[src/dsw_pkg.sv]
// package: status word bit positions, control word groups, drive states
package dsw_pkg;
   localparam int WORD_W = 16;
   // status word bit positions
   localparam int SW_READY_ON = 0;
   localparam int SW_READY_RUN = 1;
   localparam int SW_RUNNING = 2;
   localparam int SW_FAULT = 3;
   localparam int SW_NO_COAST = 4;
   localparam int SW_NO_QSTOP = 5;
   localparam int SW_ON_INHIBIT = 6;
   localparam int SW_WARNING = 7;
   localparam int SW_SPEED_TOL = 8;
   localparam int SW_FB_CTRL = 9;
   localparam int SW_SPEED_HIT = 10;
   localparam int SW_RSVD_LO = 11;
   localparam int SW_RSVD_HI = 15;
   localparam logic [15:0] SW_RESET = 16'h0000;
   localparam logic [4:0] SW_RSVD_VAL = 5'h00;
   // control word bit positions
   localparam int CW_ON = 0;
   localparam int CW_NO_COAST = 1;
   localparam int CW_NO_QSTOP = 2;
   localparam int CW_OPERATE = 3;
   localparam int CW_APP_LO = 4;
   localparam int CW_APP_HI = 10;
   localparam int CW_EVT_RESET = 7;
   localparam int CW_USER_LO = 12;
   localparam int CW_USER_HI = 15;
   localparam logic [15:0] CW_RESET = 16'h0000;
   // speed tolerance: 1 percent of rated speed
   localparam int TOL_PERCENT = 1;
   localparam int TOL_DIV = 100;
   typedef enum logic [2:0] {
      DSW_INHIBIT,
      DSW_READY,
      DSW_SWITCHED_ON,
      DSW_RUN,
      DSW_QSTOP
   } dsw_state_t;
endpackage

[src/dsw_encoder.sv]
// drive status word encoder with control word state machine
`timescale 1ns/1ns
module dsw_encoder
   import dsw_pkg::*;
#(
   parameter int SPD_W = 16,
   parameter int N_FAULT = 8,
   parameter int N_WARN = 8
)
(
   // clock and reset
   input wire logic clk,
   input wire logic nrst,
   // fieldbus control word and ownership
   input wire logic [WORD_W-1:0] ctrl_word,
   input wire logic fb_active,
   input wire logic fb_advanced,
   // local command source, used when the fieldbus does not own control; local quick stop acts under any ownership
   input wire logic [3:0] local_cmd,
   input wire logic local_qstop,
   // drive conditions
   input wire logic motor_ctrl_ready,
   input wire logic [N_FAULT-1:0] fault_trig,
   input wire logic [N_WARN-1:0] warn_trig,
   input wire logic motor_running,
   // speed values
   input wire logic [SPD_W-1:0] speed_act,
   input wire logic [SPD_W-1:0] speed_ref,
   input wire logic [SPD_W-1:0] speed_rated,
   input wire logic [SPD_W-1:0] speed_limit,
   // status word and decoded commands
   output logic [WORD_W-1:0] status_word,
   output logic run_enable,
   output logic [CW_APP_HI-CW_APP_LO:0] app_ctrl,
   output logic [CW_USER_HI-CW_USER_LO:0] user_ctrl
);
   dsw_state_t state;
   dsw_state_t next_state;
   logic fb_own;
   logic [3:0] basic;
   logic qstop_any;
   logic evt_prev;
   logic evt_edge;
   logic op_prev;
   logic op_edge;
   logic [N_FAULT-1:0] fault_act;
   logic [N_WARN-1:0] warn_act;
   logic any_fault;
   logic any_warn;
   logic in_tol;
   logic above_limit;
   logic inhibit;

   assign fb_own = fb_active | fb_advanced;
   // basic commands come from the fieldbus only while it owns control
   assign basic = fb_own ? ctrl_word[CW_OPERATE:CW_ON] : local_cmd;
   assign qstop_any = local_qstop | ~basic[CW_NO_QSTOP];
   assign evt_edge = fb_own & ctrl_word[CW_EVT_RESET] & ~evt_prev;
   assign op_edge = basic[CW_OPERATE] & ~op_prev;
   assign any_fault = |fault_act;
   assign any_warn = |warn_act;
   assign inhibit = state == DSW_INHIBIT;

   always_ff @(posedge clk or negedge nrst)
   begin
      if (!nrst)
      begin
         evt_prev <= 1'b0;
         op_prev <= 1'b0;
      end
      else
      begin
         evt_prev <= ctrl_word[CW_EVT_RESET];
         op_prev <= basic[CW_OPERATE];
      end
   end

   dsw_event_latch #(.N(N_FAULT)) u_faults (
      .clk(clk),
      .nrst(nrst),
      .trig(fault_trig),
      .evt_reset(evt_edge),
      .active(fault_act)
   );

   dsw_event_latch #(.N(N_WARN)) u_warns (
      .clk(clk),
      .nrst(nrst),
      .trig(warn_trig),
      .evt_reset(evt_edge),
      .active(warn_act)
   );

   dsw_speed_mon #(.SPD_W(SPD_W)) u_speed (
      .clk(clk),
      .nrst(nrst),
      .speed_act(speed_act),
      .speed_ref(speed_ref),
      .speed_rated(speed_rated),
      .speed_limit(speed_limit),
      .in_tol(in_tol),
      .above_limit(above_limit)
   );

   // in DSW_RUN fault has top priority, then coast, then quick stop, then on/off; in DSW_READY and DSW_SWITCHED_ON quick stop ranks with fault
   always_comb
   begin
      next_state = state;
      unique case (state)
         DSW_INHIBIT:
            // leaves only by off command with cause removed
            if (!any_fault && !qstop_any && !basic[CW_ON])
               next_state = DSW_READY;
         DSW_READY:
            if (any_fault || qstop_any)
               next_state = DSW_INHIBIT;
            else if (basic[CW_ON] && basic[CW_NO_COAST] && motor_ctrl_ready)
               next_state = DSW_SWITCHED_ON;
         DSW_SWITCHED_ON:
            if (any_fault || qstop_any)
               next_state = DSW_INHIBIT;
            else if (!basic[CW_ON] || !basic[CW_NO_COAST])
               next_state = DSW_READY;
            else if (op_edge)
               next_state = DSW_RUN;
         DSW_RUN:
            if (any_fault)
               next_state = DSW_INHIBIT;
            else if (!basic[CW_NO_COAST])
               next_state = DSW_READY;
            else if (qstop_any)
               next_state = DSW_QSTOP;
            else if (!basic[CW_ON])
               next_state = DSW_READY;
            else if (!basic[CW_OPERATE])
               next_state = DSW_SWITCHED_ON;
         DSW_QSTOP:
            // ramps down, never resumes by itself
            if (any_fault || !motor_running)
               next_state = DSW_INHIBIT;
      endcase
   end

   always_ff @(posedge clk or negedge nrst)
   begin
      if (!nrst)
         state <= DSW_INHIBIT;
      else
         state <= next_state;
   end

   always_ff @(posedge clk or negedge nrst)
   begin
      if (!nrst)
         run_enable <= 1'b0;
      else
         run_enable <= next_state == DSW_RUN;
   end

   // application and user groups pass through only under fieldbus ownership
   always_ff @(posedge clk or negedge nrst)
   begin
      if (!nrst)
      begin
         app_ctrl <= '0;
         user_ctrl <= '0;
      end
      else if (fb_own)
      begin
         app_ctrl <= ctrl_word[CW_APP_HI:CW_APP_LO];
         user_ctrl <= ctrl_word[CW_USER_HI:CW_USER_LO];
      end
   end

   always_ff @(posedge clk or negedge nrst)
   begin
      if (!nrst)
         status_word <= SW_RESET;
      else
      begin
         status_word[SW_READY_ON] <= motor_ctrl_ready & ~any_fault & ~inhibit & ~qstop_any;
         status_word[SW_READY_RUN] <= (state == DSW_SWITCHED_ON) | (state == DSW_RUN);
         status_word[SW_RUNNING] <= motor_running;
         status_word[SW_FAULT] <= any_fault;
         status_word[SW_NO_COAST] <= basic[CW_NO_COAST];
         status_word[SW_NO_QSTOP] <= ~qstop_any;
         status_word[SW_ON_INHIBIT] <= inhibit;
         status_word[SW_WARNING] <= any_warn;
         status_word[SW_SPEED_TOL] <= in_tol;
         status_word[SW_FB_CTRL] <= fb_own;
         status_word[SW_SPEED_HIT] <= above_limit;
         status_word[SW_RSVD_HI:SW_RSVD_LO] <= SW_RSVD_VAL;
      end
   end

   property p_fault_bit;
      @(posedge clk) disable iff (!nrst) (|fault_trig) |=> ##1 status_word[SW_FAULT];
   endproperty
   a_fault_bit: assert property (p_fault_bit) else $error("fault bit not set");

   property p_qstop_bit;
      @(posedge clk) disable iff (!nrst) qstop_any |=> !status_word[SW_NO_QSTOP];
   endproperty
   a_qstop_bit: assert property (p_qstop_bit) else $error("quick stop bit not low");

   property p_no_auto_run;
      @(posedge clk) disable iff (!nrst) state != DSW_RUN && next_state == DSW_RUN |-> op_edge;
   endproperty
   a_no_auto_run: assert property (p_no_auto_run) else $error("run without start edge");

   property p_inhibit_hold;
      @(posedge clk) disable iff (!nrst) inhibit && basic[CW_ON] |=> inhibit;
   endproperty
   a_inhibit_hold: assert property (p_inhibit_hold) else $error("inhibit left without off");

   property p_ready_excl;
      @(posedge clk) disable iff (!nrst) status_word[SW_READY_ON] |-> !status_word[SW_FAULT] || $past(any_fault, 1) == 1'b0;
   endproperty
   a_ready_excl: assert property (p_ready_excl) else $error("ready with fault");

   property p_rsvd;
      @(posedge clk) disable iff (!nrst) status_word[SW_RSVD_HI:SW_RSVD_LO] == 5'h00;
   endproperty
   a_rsvd: assert property (p_rsvd) else $error("reserved bits not zero");

   property p_fb_ignore;
      @(posedge clk) disable iff (!nrst) !fb_own |=> status_word[SW_NO_COAST] == $past(local_cmd[CW_NO_COAST]);
   endproperty
   a_fb_ignore: assert property (p_fb_ignore) else $error("fieldbus used without ownership");

   property p_fb_bit;
      @(posedge clk) disable iff (!nrst) 1'b1 |=> status_word[SW_FB_CTRL] == $past(fb_active | fb_advanced);
   endproperty
   a_fb_bit: assert property (p_fb_bit) else $error("fieldbus bit wrong");

   property p_run_bit;
      @(posedge clk) disable iff (!nrst) motor_running |=> status_word[SW_RUNNING];
   endproperty
   a_run_bit: assert property (p_run_bit) else $error("running bit missing");

   property p_coast_bit;
      @(posedge clk) disable iff (!nrst) 1'b1 |=> status_word[SW_NO_COAST] == $past(basic[CW_NO_COAST]);
   endproperty
   a_coast_bit: assert property (p_coast_bit) else $error("coast bit wrong");

   property p_warn_bit;
      @(posedge clk) disable iff (!nrst) (|warn_trig) |=> ##1 status_word[SW_WARNING];
   endproperty
   a_warn_bit: assert property (p_warn_bit) else $error("warning bit not set");

   property p_fault_inhibit;
      @(posedge clk) disable iff (!nrst) status_word[SW_FAULT] |=> status_word[SW_ON_INHIBIT];
   endproperty
   a_fault_inhibit: assert property (p_fault_inhibit) else $error("fault without inhibit");

   property p_on_allowed;
      @(posedge clk) disable iff (!nrst) inhibit && !any_fault && !qstop_any && !basic[CW_ON] |=> !inhibit;
   endproperty
   a_on_allowed: assert property (p_on_allowed) else $error("inhibit kept without cause");

   property p_above;
      @(posedge clk) disable iff (!nrst) speed_act > speed_limit |=> ##1 status_word[SW_SPEED_HIT];
   endproperty
   a_above: assert property (p_above) else $error("speed reached bit missing");

   property p_below;
      @(posedge clk) disable iff (!nrst) speed_act < speed_limit |=> ##1 !status_word[SW_SPEED_HIT];
   endproperty
   a_below: assert property (p_below) else $error("speed reached bit stuck");

   property p_run_needs_on;
      @(posedge clk) disable iff (!nrst) state == DSW_SWITCHED_ON && next_state == DSW_RUN |-> basic == 4'hF;
   endproperty
   a_run_needs_on: assert property (p_run_needs_on) else $error("run entered without bits 0-3");

   property p_evt_clear;
      @(posedge clk) disable iff (!nrst) evt_edge && !(|fault_trig) |=> !any_fault;
   endproperty
   a_evt_clear: assert property (p_evt_clear) else $error("gone fault not cleared");

   property p_ready_run_excl;
      @(posedge clk) disable iff (!nrst) status_word[SW_READY_RUN] |-> !status_word[SW_ON_INHIBIT];
   endproperty
   a_ready_run_excl: assert property (p_ready_run_excl) else $error("ready to operate while inhibited");

   property p_app_hold;
      @(posedge clk) disable iff (!nrst) !fb_own |=> app_ctrl == $past(app_ctrl) && user_ctrl == $past(user_ctrl);
   endproperty
   a_app_hold: assert property (p_app_hold) else $error("control groups taken without ownership");

   c_run: cover property (@(posedge clk) disable iff (!nrst) state == DSW_RUN);
   c_qstop: cover property (@(posedge clk) disable iff (!nrst) state == DSW_QSTOP ##[1:20] inhibit);
   c_evt: cover property (@(posedge clk) disable iff (!nrst) evt_edge && any_fault);
   c_hit: cover property (@(posedge clk) disable iff (!nrst) $rose(status_word[SW_SPEED_HIT]));
   c_local: cover property (@(posedge clk) disable iff (!nrst) !fb_own && state == DSW_RUN);
endmodule

[src/dsw_event_latch.sv]
// sticky event latches cleared on event reset once their trigger is gone
`timescale 1ns/1ns
module dsw_event_latch
#(
   parameter int N = 8
)
(
   // clock and reset
   input wire logic clk,
   input wire logic nrst,
   // triggers and clear request
   input wire logic [N-1:0] trig,
   input wire logic evt_reset,
   // latched events
   output logic [N-1:0] active
);
   genvar i;
   generate
      for (i = 0; i < N; i++)
      begin : g_ev
         always_ff @(posedge clk or negedge nrst)
         begin
            if (!nrst)
               active[i] <= 1'b0;
            else if (trig[i])
               active[i] <= 1'b1; // set wins over the clear
            else if (evt_reset)
               active[i] <= 1'b0;
         end
      end
   endgenerate
endmodule

[src/dsw_speed_mon.sv]
// speed tolerance and speed threshold comparators
`timescale 1ns/1ns
module dsw_speed_mon
   import dsw_pkg::*;
#(
   parameter int SPD_W = 16
)
(
   // clock and reset
   input wire logic clk,
   input wire logic nrst,
   // speed values, unsigned magnitudes
   input wire logic [SPD_W-1:0] speed_act,
   input wire logic [SPD_W-1:0] speed_ref,
   input wire logic [SPD_W-1:0] speed_rated,
   input wire logic [SPD_W-1:0] speed_limit,
   // results
   output logic in_tol,
   output logic above_limit
);
   logic [SPD_W-1:0] diff;
   logic [SPD_W+6:0] diff_scaled;
   logic [SPD_W+6:0] rated_scaled;

   always_comb
   begin
      diff = (speed_act >= speed_ref) ? speed_act - speed_ref : speed_ref - speed_act;
      // diff < rated/100 compared without a divider
      diff_scaled = (SPD_W+7)'(diff) * (SPD_W+7)'(TOL_DIV);
      rated_scaled = (SPD_W+7)'(speed_rated) * (SPD_W+7)'(TOL_PERCENT);
   end

   always_ff @(posedge clk or negedge nrst)
   begin
      if (!nrst)
         in_tol <= 1'b0;
      else
         in_tol <= diff_scaled < rated_scaled;
   end

   // equality keeps the previous value, giving a one-count hysteresis point
   always_ff @(posedge clk or negedge nrst)
   begin
      if (!nrst)
         above_limit <= 1'b0;
      else if (speed_act > speed_limit)
         above_limit <= 1'b1;
      else if (speed_act < speed_limit)
         above_limit <= 1'b0;
   end
endmodule
[config.mk]
export PLATFORM = sky130hd
export DESIGN_NAME = dsw_encoder
export DESIGN_NICKNAME = d
export VERILOG_FILES = /design/src/dsw_pkg.sv /design/src/dsw_encoder.sv /design/src/dsw_event_latch.sv /design/src/dsw_speed_mon.sv
export SDC_FILE = /design/constraint.sdc
export NUM_CORES = 1
export LEC_CHECK = 0
export ABC_AREA = 1
export BUFFER_PORTS_ARGS = -buffer_cell sky130_fd_sc_hd__buf_4
export CELL_PAD_IN_SITES_DETAIL_PLACEMENT = 0
export CELL_PAD_IN_SITES_GLOBAL_PLACEMENT = 1
export CORE_MARGIN = 5
export CORE_UTILIZATION = 40
export DETAILED_ROUTE_END_ITERATION = 6
export GPL_TIMING_DRIVEN = 1
export PLACE_DENSITY = 0.91
export SLEW_MARGIN = 20
export SYNTH_ARGS = -nofsm -noshare
export SYNTH_HDL_FRONTEND = slang
export SYNTH_HIERARCHICAL = 1
export SYNTH_SLANG_ARGS = --single-unit
[constraint.sdc]
create_clock -name clk -period 1.7 [get_ports clk]
set_input_delay 0.255 -clock clk [delete_from_list [all_inputs] [get_ports clk]]
set_output_delay 0.255 -clock clk [all_outputs]
set_load 0.02 [all_outputs]
=== Yosys cells after proc, flatten, opt, wreduce, memory -nomap -nowiden ===
Cells that the tools add are included.

* $add $sub $neg: 2
* Multipliers: 1
* Magnitude comparators: 4
* Eq/ne operators: 5
* Muxes and demuxes: 34
* Bitwise logic cells: 15
* Reduce and logical (&&, ||, !) cells: 32

{| class="wikitable"
|+ Operators with widths
! cell !! count
|-
| 2-to-1 mux 3 bit || 12
|-
| nonzero test 2 bit || 17
|-
| subtractor 16 bit || 2
|-
| < comparator 23 x 16 -> 1 bit || 1
|-
| multiplier 16 x 5 -> 21 bit (second input constant) || 1
|-
| 2-to-1 mux 1 bit || 19
|-
| >= comparator 16 bit || 1
|-
| greater-than comparator 16 bit || 1
|-
| < comparator 16 bit || 1
|-
| 2-to-1 mux 16 bit || 1
|-
| OR reduction 8 bit || 2
|-
| case mux 3 bit (5 select lines) || 1
|-
| == test 3 x 2 -> 1 bit (second input constant) || 3
|-
| bitwise AND 1 bit || 6
|-
| NOT 1 bit || 6
|-
| logical NOT 1 bit || 5
|-
| logical AND 1 bit || 4
|-
| 2-to-1 mux 4 bit || 1
|-
| == test 3 x 1 -> 1 bit (second input constant) || 1
|-
| == test 3 bit (second input constant) || 1
|-
| logical NOT 3 bit || 1
|-
| logical OR 1 bit || 3
|-
| bitwise OR 1 bit || 3
|}

* Bits in registers: 46
* Input bits: 107
* Output and inout port bits: 28
* Word-level logic and storage cells: 118

=== Logic depth before layout (Yosys ltp) ===
* Word-level depth: 10
* Depth in mapped cells: 36
* Mapped depth without buffers: 35

=== By module ===
Netlist, hierarchy kept.

{| class="wikitable"
|+ Modules (own cells, without submodules)
! module !! times used !! cells an instance !! area each (um^2) !! sequential area each (um^2)
|-
| dsw_speed_mon || 1 || 739 || 4579.4 || 50.0
|-
| dsw_encoder || 1 || 144 || 1276.2 || 700.7
|-
| dsw_event_latch || 2 || 33 || 294.0 || 200.2
|}

=== Worst setup path after synthesis ===
OpenSTA, ideal clock, no wires.

* Path kind: input to register
* Start: input port speed_act[0]
* End: register u_speed.in_tol
* Library setup time: 0.115 ns
* Arrival time: 4.717 ns
* Data required time: 1.585 ns
* Slack: -3.132 ns
* Stages on the path: 30
* Path buffers: 0
* Cells stage by stage: inv_1 ha_1 fa_1 o21ai_2 nand2_2 nand3_2 nand2_2 nand2_8 nand2_1 o21ai_0 xor2_1 ha_1 ha_1 inv_1 fa_1 inv_1 ha_1 nand2_1 inv_1 a21oi_1 nand2_1 xor2_1 ha_1 nand2_1 inv_1 nand3_1 o211ai_1 nand3_1 nand2_1 nor2_1

* Cells in the longest elaborated chain, start to end: 4
* Elaborated cells on any way between the ends: 6
* Those cells by class: add/sub (2); mul (1); order compare (2); mux (1)

{| class="wikitable"
|+ Ends and longest elaborated chain
! what !! line !! text
|-
| start, declared || dsw_encoder.sv:27 || <nowiki>input wire logic [SPD_W-1:0] speed_act,</nowiki>
|-
| subtractor 16 bit or >= comparator 16 bit (tied branches) || dsw_speed_mon.sv:27 || <nowiki>diff = (speed_act >= speed_ref) ? speed_act - speed_ref : speed_ref - speed_act;</nowiki>
|-
| 2-to-1 mux 16 bit (*) || dsw_speed_mon.sv:27 ||
|-
| multiplier 16 x 5 -> 21 bit (*) || dsw_speed_mon.sv:29 || <nowiki>diff_scaled = (SPD_W+7)'(diff) * (SPD_W+7)'(TOL_DIV);</nowiki>
|-
| < comparator 23 x 16 -> 1 bit (*) || dsw_speed_mon.sv:38 || <nowiki>in_tol <= diff_scaled < rated_scaled;</nowiki>
|-
| end signal, assigned || dsw_speed_mon.sv:38 ||
|-
| end, declared || dsw_speed_mon.sv:18 || <nowiki>output logic in_tol,</nowiki>
|}

Mark *: on every way between the ends. The rest lies on a longest branch, timed or not.
A chain may end at the register's enable or synchronous reset.

=== Worst setup path after layout ===
* Start: input port speed_act[2]
* End: register u_speed.in_tol

The elaborated chain is that of the path after synthesis.

==> reports/results.tsv <==
metric	value	unit
Slew Limit Fails	0	
Hold Crit Depth	1	
crit path DAT	4.59	ns
vias	6762	
post-synthesis sequential element count	46	
pre-CTS setup slack	-3.28	ns
CP Class	primary input to register	
Mapped Cells	949	
gr ovfl total	0	
largest net degree at the start of global routing	47	
DRT Wirelength	17400	um
Root Driver	clkbuf_16	
async set-or-reset flop fraction in the synthesized netlist	1.00	
status	finished, violations left	
P_int	9.16	mW
number of flops mapped to enable cells by yosys	0	
Required @ worst endpoint	1.89	ns
total chip power	17.4	mW
Clock H-tree levels	2	
Least-Margin Pin Slew	0.592	ns
Die Area	18700	um^2
switching pwr	8.28	mW
total CTS buffers	5	
clock insertion delay at the later pin of the skew report	0.29	ns
Storage cell area	1150	um^2
Crit path largest cell delay	0.53	ns
post-synthesis area per instance	6.79	um^2
final instance area	9820	um^2
hpwl dp	14300	um
dpl cell area	8950	um^2
DIE WIDTH	137	um
fin nets	1494	
count of cell types in the netlist	53	
Gate power share	0.873	
reg-to-reg startpoint	u_faults/active[5]	
Finished Core Util	0.620	
I/O Pins	135	
Max Cap Viol	0	
most frequent cell after synthesis	nand2_1	
CP startpoint kind	primary input	
critical path launch point	speed_act[2]	
Ys Warns	6	
drt pass-1 iters	4	
first-pass GRT wire length	28900	um
vias per std cell	4.57	
Worst Hold Class	primary input to register	
Synth area leader	ha_1	
Critical Path Fanout Max	4	
Leak	5.66	nW
Final Skew	0.00696	ns
Post-synth top cells	268 x nand2_1, 220 x inv_1, 111 x ha_1, 46 x dfrtp_1, 44 x nor2_1	
clock share of power	0.057	
CTS Sinks	46	
top cells by area, synth	ha_1 22%, dfrtp_1 18%, nand2_1 16%, inv_1 13%, fa_1 4.0%	
DRC	0	
Final ANT Viol Nets	0	
minimum clock period	4.40	ns
Worst path slowest cell	fa_1	
Setup violations, final	1	
WHS	0.0874	ns
share of cells above drive strength 1	0.374	
CTS Buffer Depth	2	
vias in the first global route	6610	
Crit. End Element	register	
worst setup path end	u_speed/in_tol	
multi-input logic area	4960	um^2
Post-Syn Area	6440	um^2
RePlAce Congestion	0.931	
Rel. slew slack	0.605	
initial antenna violation count	0	
R2R depth	7	
Buffers on Ports	128	
wire per inst	11.8	um
CTS clk-pin slew, worst paths	0.07	ns
R2R setup slack	0.33	ns
CTS tree	done	
failing checks	setup timing	
die height	137	um
area share of the largest cell type after synthesis	0.216	
PD cells	1780	nW/um^2
diode count	0	
Main synth FF type	dfrtp_1	
RSZ-0062 raised after global routing	true	
Row Count	46	
Core ar.	15800	um^2
fillers	1403	
area grow syn2layout	52.4	%
Peak Freq	227	MHz
period utilization	2.59	
Sw Ratio	0.475	
sequential element share of the synthesized area	0.179	
final hold viol count	0	
initial core utilization	0.407	
1st-iter DRT viols	279	
Max VDD drop	0.00120	V
Reg-to-Reg End	run_enable	
setup ws final	-2.70	ns
Tot GR Track Use	0.184	
share of power burned in registers	0.069	
-- worst max-delay path, delay by kind of cell --
kind	cells	cell delay (ns)
AO/OA/AOI/OAI	6	0.90
XOR/XNOR	2	0.27
adder cells (fa/ha/maj)	6	1.92
buffers and inverters	7	0.62
AND/OR/NAND/NOR	9	0.59
-- layout make-up --
class	count	share of cell area
clock buffers	5	0.0127
well taps	216	0.0275
repair buffers	316	0.246
multi-input cells	666	0.505
inverters	228	0.0884
clock inverters	3	0.00242
flip-flops and latches	46	0.117
-- power groups by stage --
stage                     clock [mW]  sequential (mW)  combinational (mW)
after floorplan                    0             1.28                8.14
after global placement             0             1.23                12.6
after detailed placement           0             1.23                12.7
after CTS                       1.02             1.21                14.7
after global routing            1.06             1.22                17.1
final                           1.00             1.21                15.2
-- what timing repair did --
item                       in CTS  in global routing
hold endpoints to repair       46                  0
buffers inserted               20                  3
setup endpoints to repair       1                  1
resized for setup              93                 28
hold buffers                    1                  0
pin swaps                      67                 33
-- logic make-up after synthesis --
logic type / Yosys count / share of synthesized area
AO/OA/AOI/OAI: 95 / 0.0928
XOR/XNOR: 34 / 0.0462
adder cells (fa/ha/maj): 124 / 0.256
buffers and inverters: 241 / 0.147
flip-flops: 46 / 0.179
other: 1 / 0.000582
AND/OR/NAND/NOR: 408 / 0.279
-- through the flow --
step	cells	TNS (ns)
after detailed placement	1449	-3.28
final	1480	-2.70
after floorplan	953	-2.85
after global placement	1449	-3.21
after global routing	1480	-2.96
after CTS	1477	-2.65
-- worst min path at each step --
stage,start,endpoint,slack (ns)
finish,ctrl_word[7],evt_prev,0.09
global route,ctrl_word[7],evt_prev,0.08
CTS,ctrl_word[7],evt_prev,0.08
detailed placement,nrst,status_word[1],0.30
global placement,nrst,run_enable,0.30
floorplan,nrst,app_ctrl[0],-0.04
-- flip-flops by register name (all words and copies together) (netlist names) --
| signal | flops |
|---|---|
| app_ctrl | 7 |
| evt_prev | 1 |
| op_prev | 1 |
| run_enable | 1 |
| state | 3 |
| status_word | 11 |
| u_faults/active | 8 |
| u_speed/above_limit | 1 |
| u_speed/in_tol | 1 |
| u_warns/active | 8 |
| user_ctrl | 4 |
-- metal layers --
layer  part of all wire  up-vias  wire length, um  track usage
li1                   -     3552                -            -
met1               0.44     3047             7630        0.224
met2               0.50      150             8660        0.347
met3              0.052       13              910       0.0191
met4              0.012        0              215       0.0399
met5                  0        -                0            0
-- layout by cell type, fill, tap and decap left out, types with 5 or more instances in the layout --
cell,n
nor2_2,9
nor3_1,7
nand4_1,8
ha_4,23
nor2_1,34
buf_4,305
nand2_2,32
fa_1,12
inv_1,206
dfrtp_1,46
ha_1,86
nor2_4,6
xor2_1,24
xnor2_1,6
buf_6,8
nand3_1,35
inv_2,19
o21ai_0,11
o21ai_2,5
nand3_2,7
a21oi_2,12
a21oi_1,31
nand2_4,8
conb_1,5
clkbuf_16,5
nand2_1,242
(Power assumes the default switching activity.)
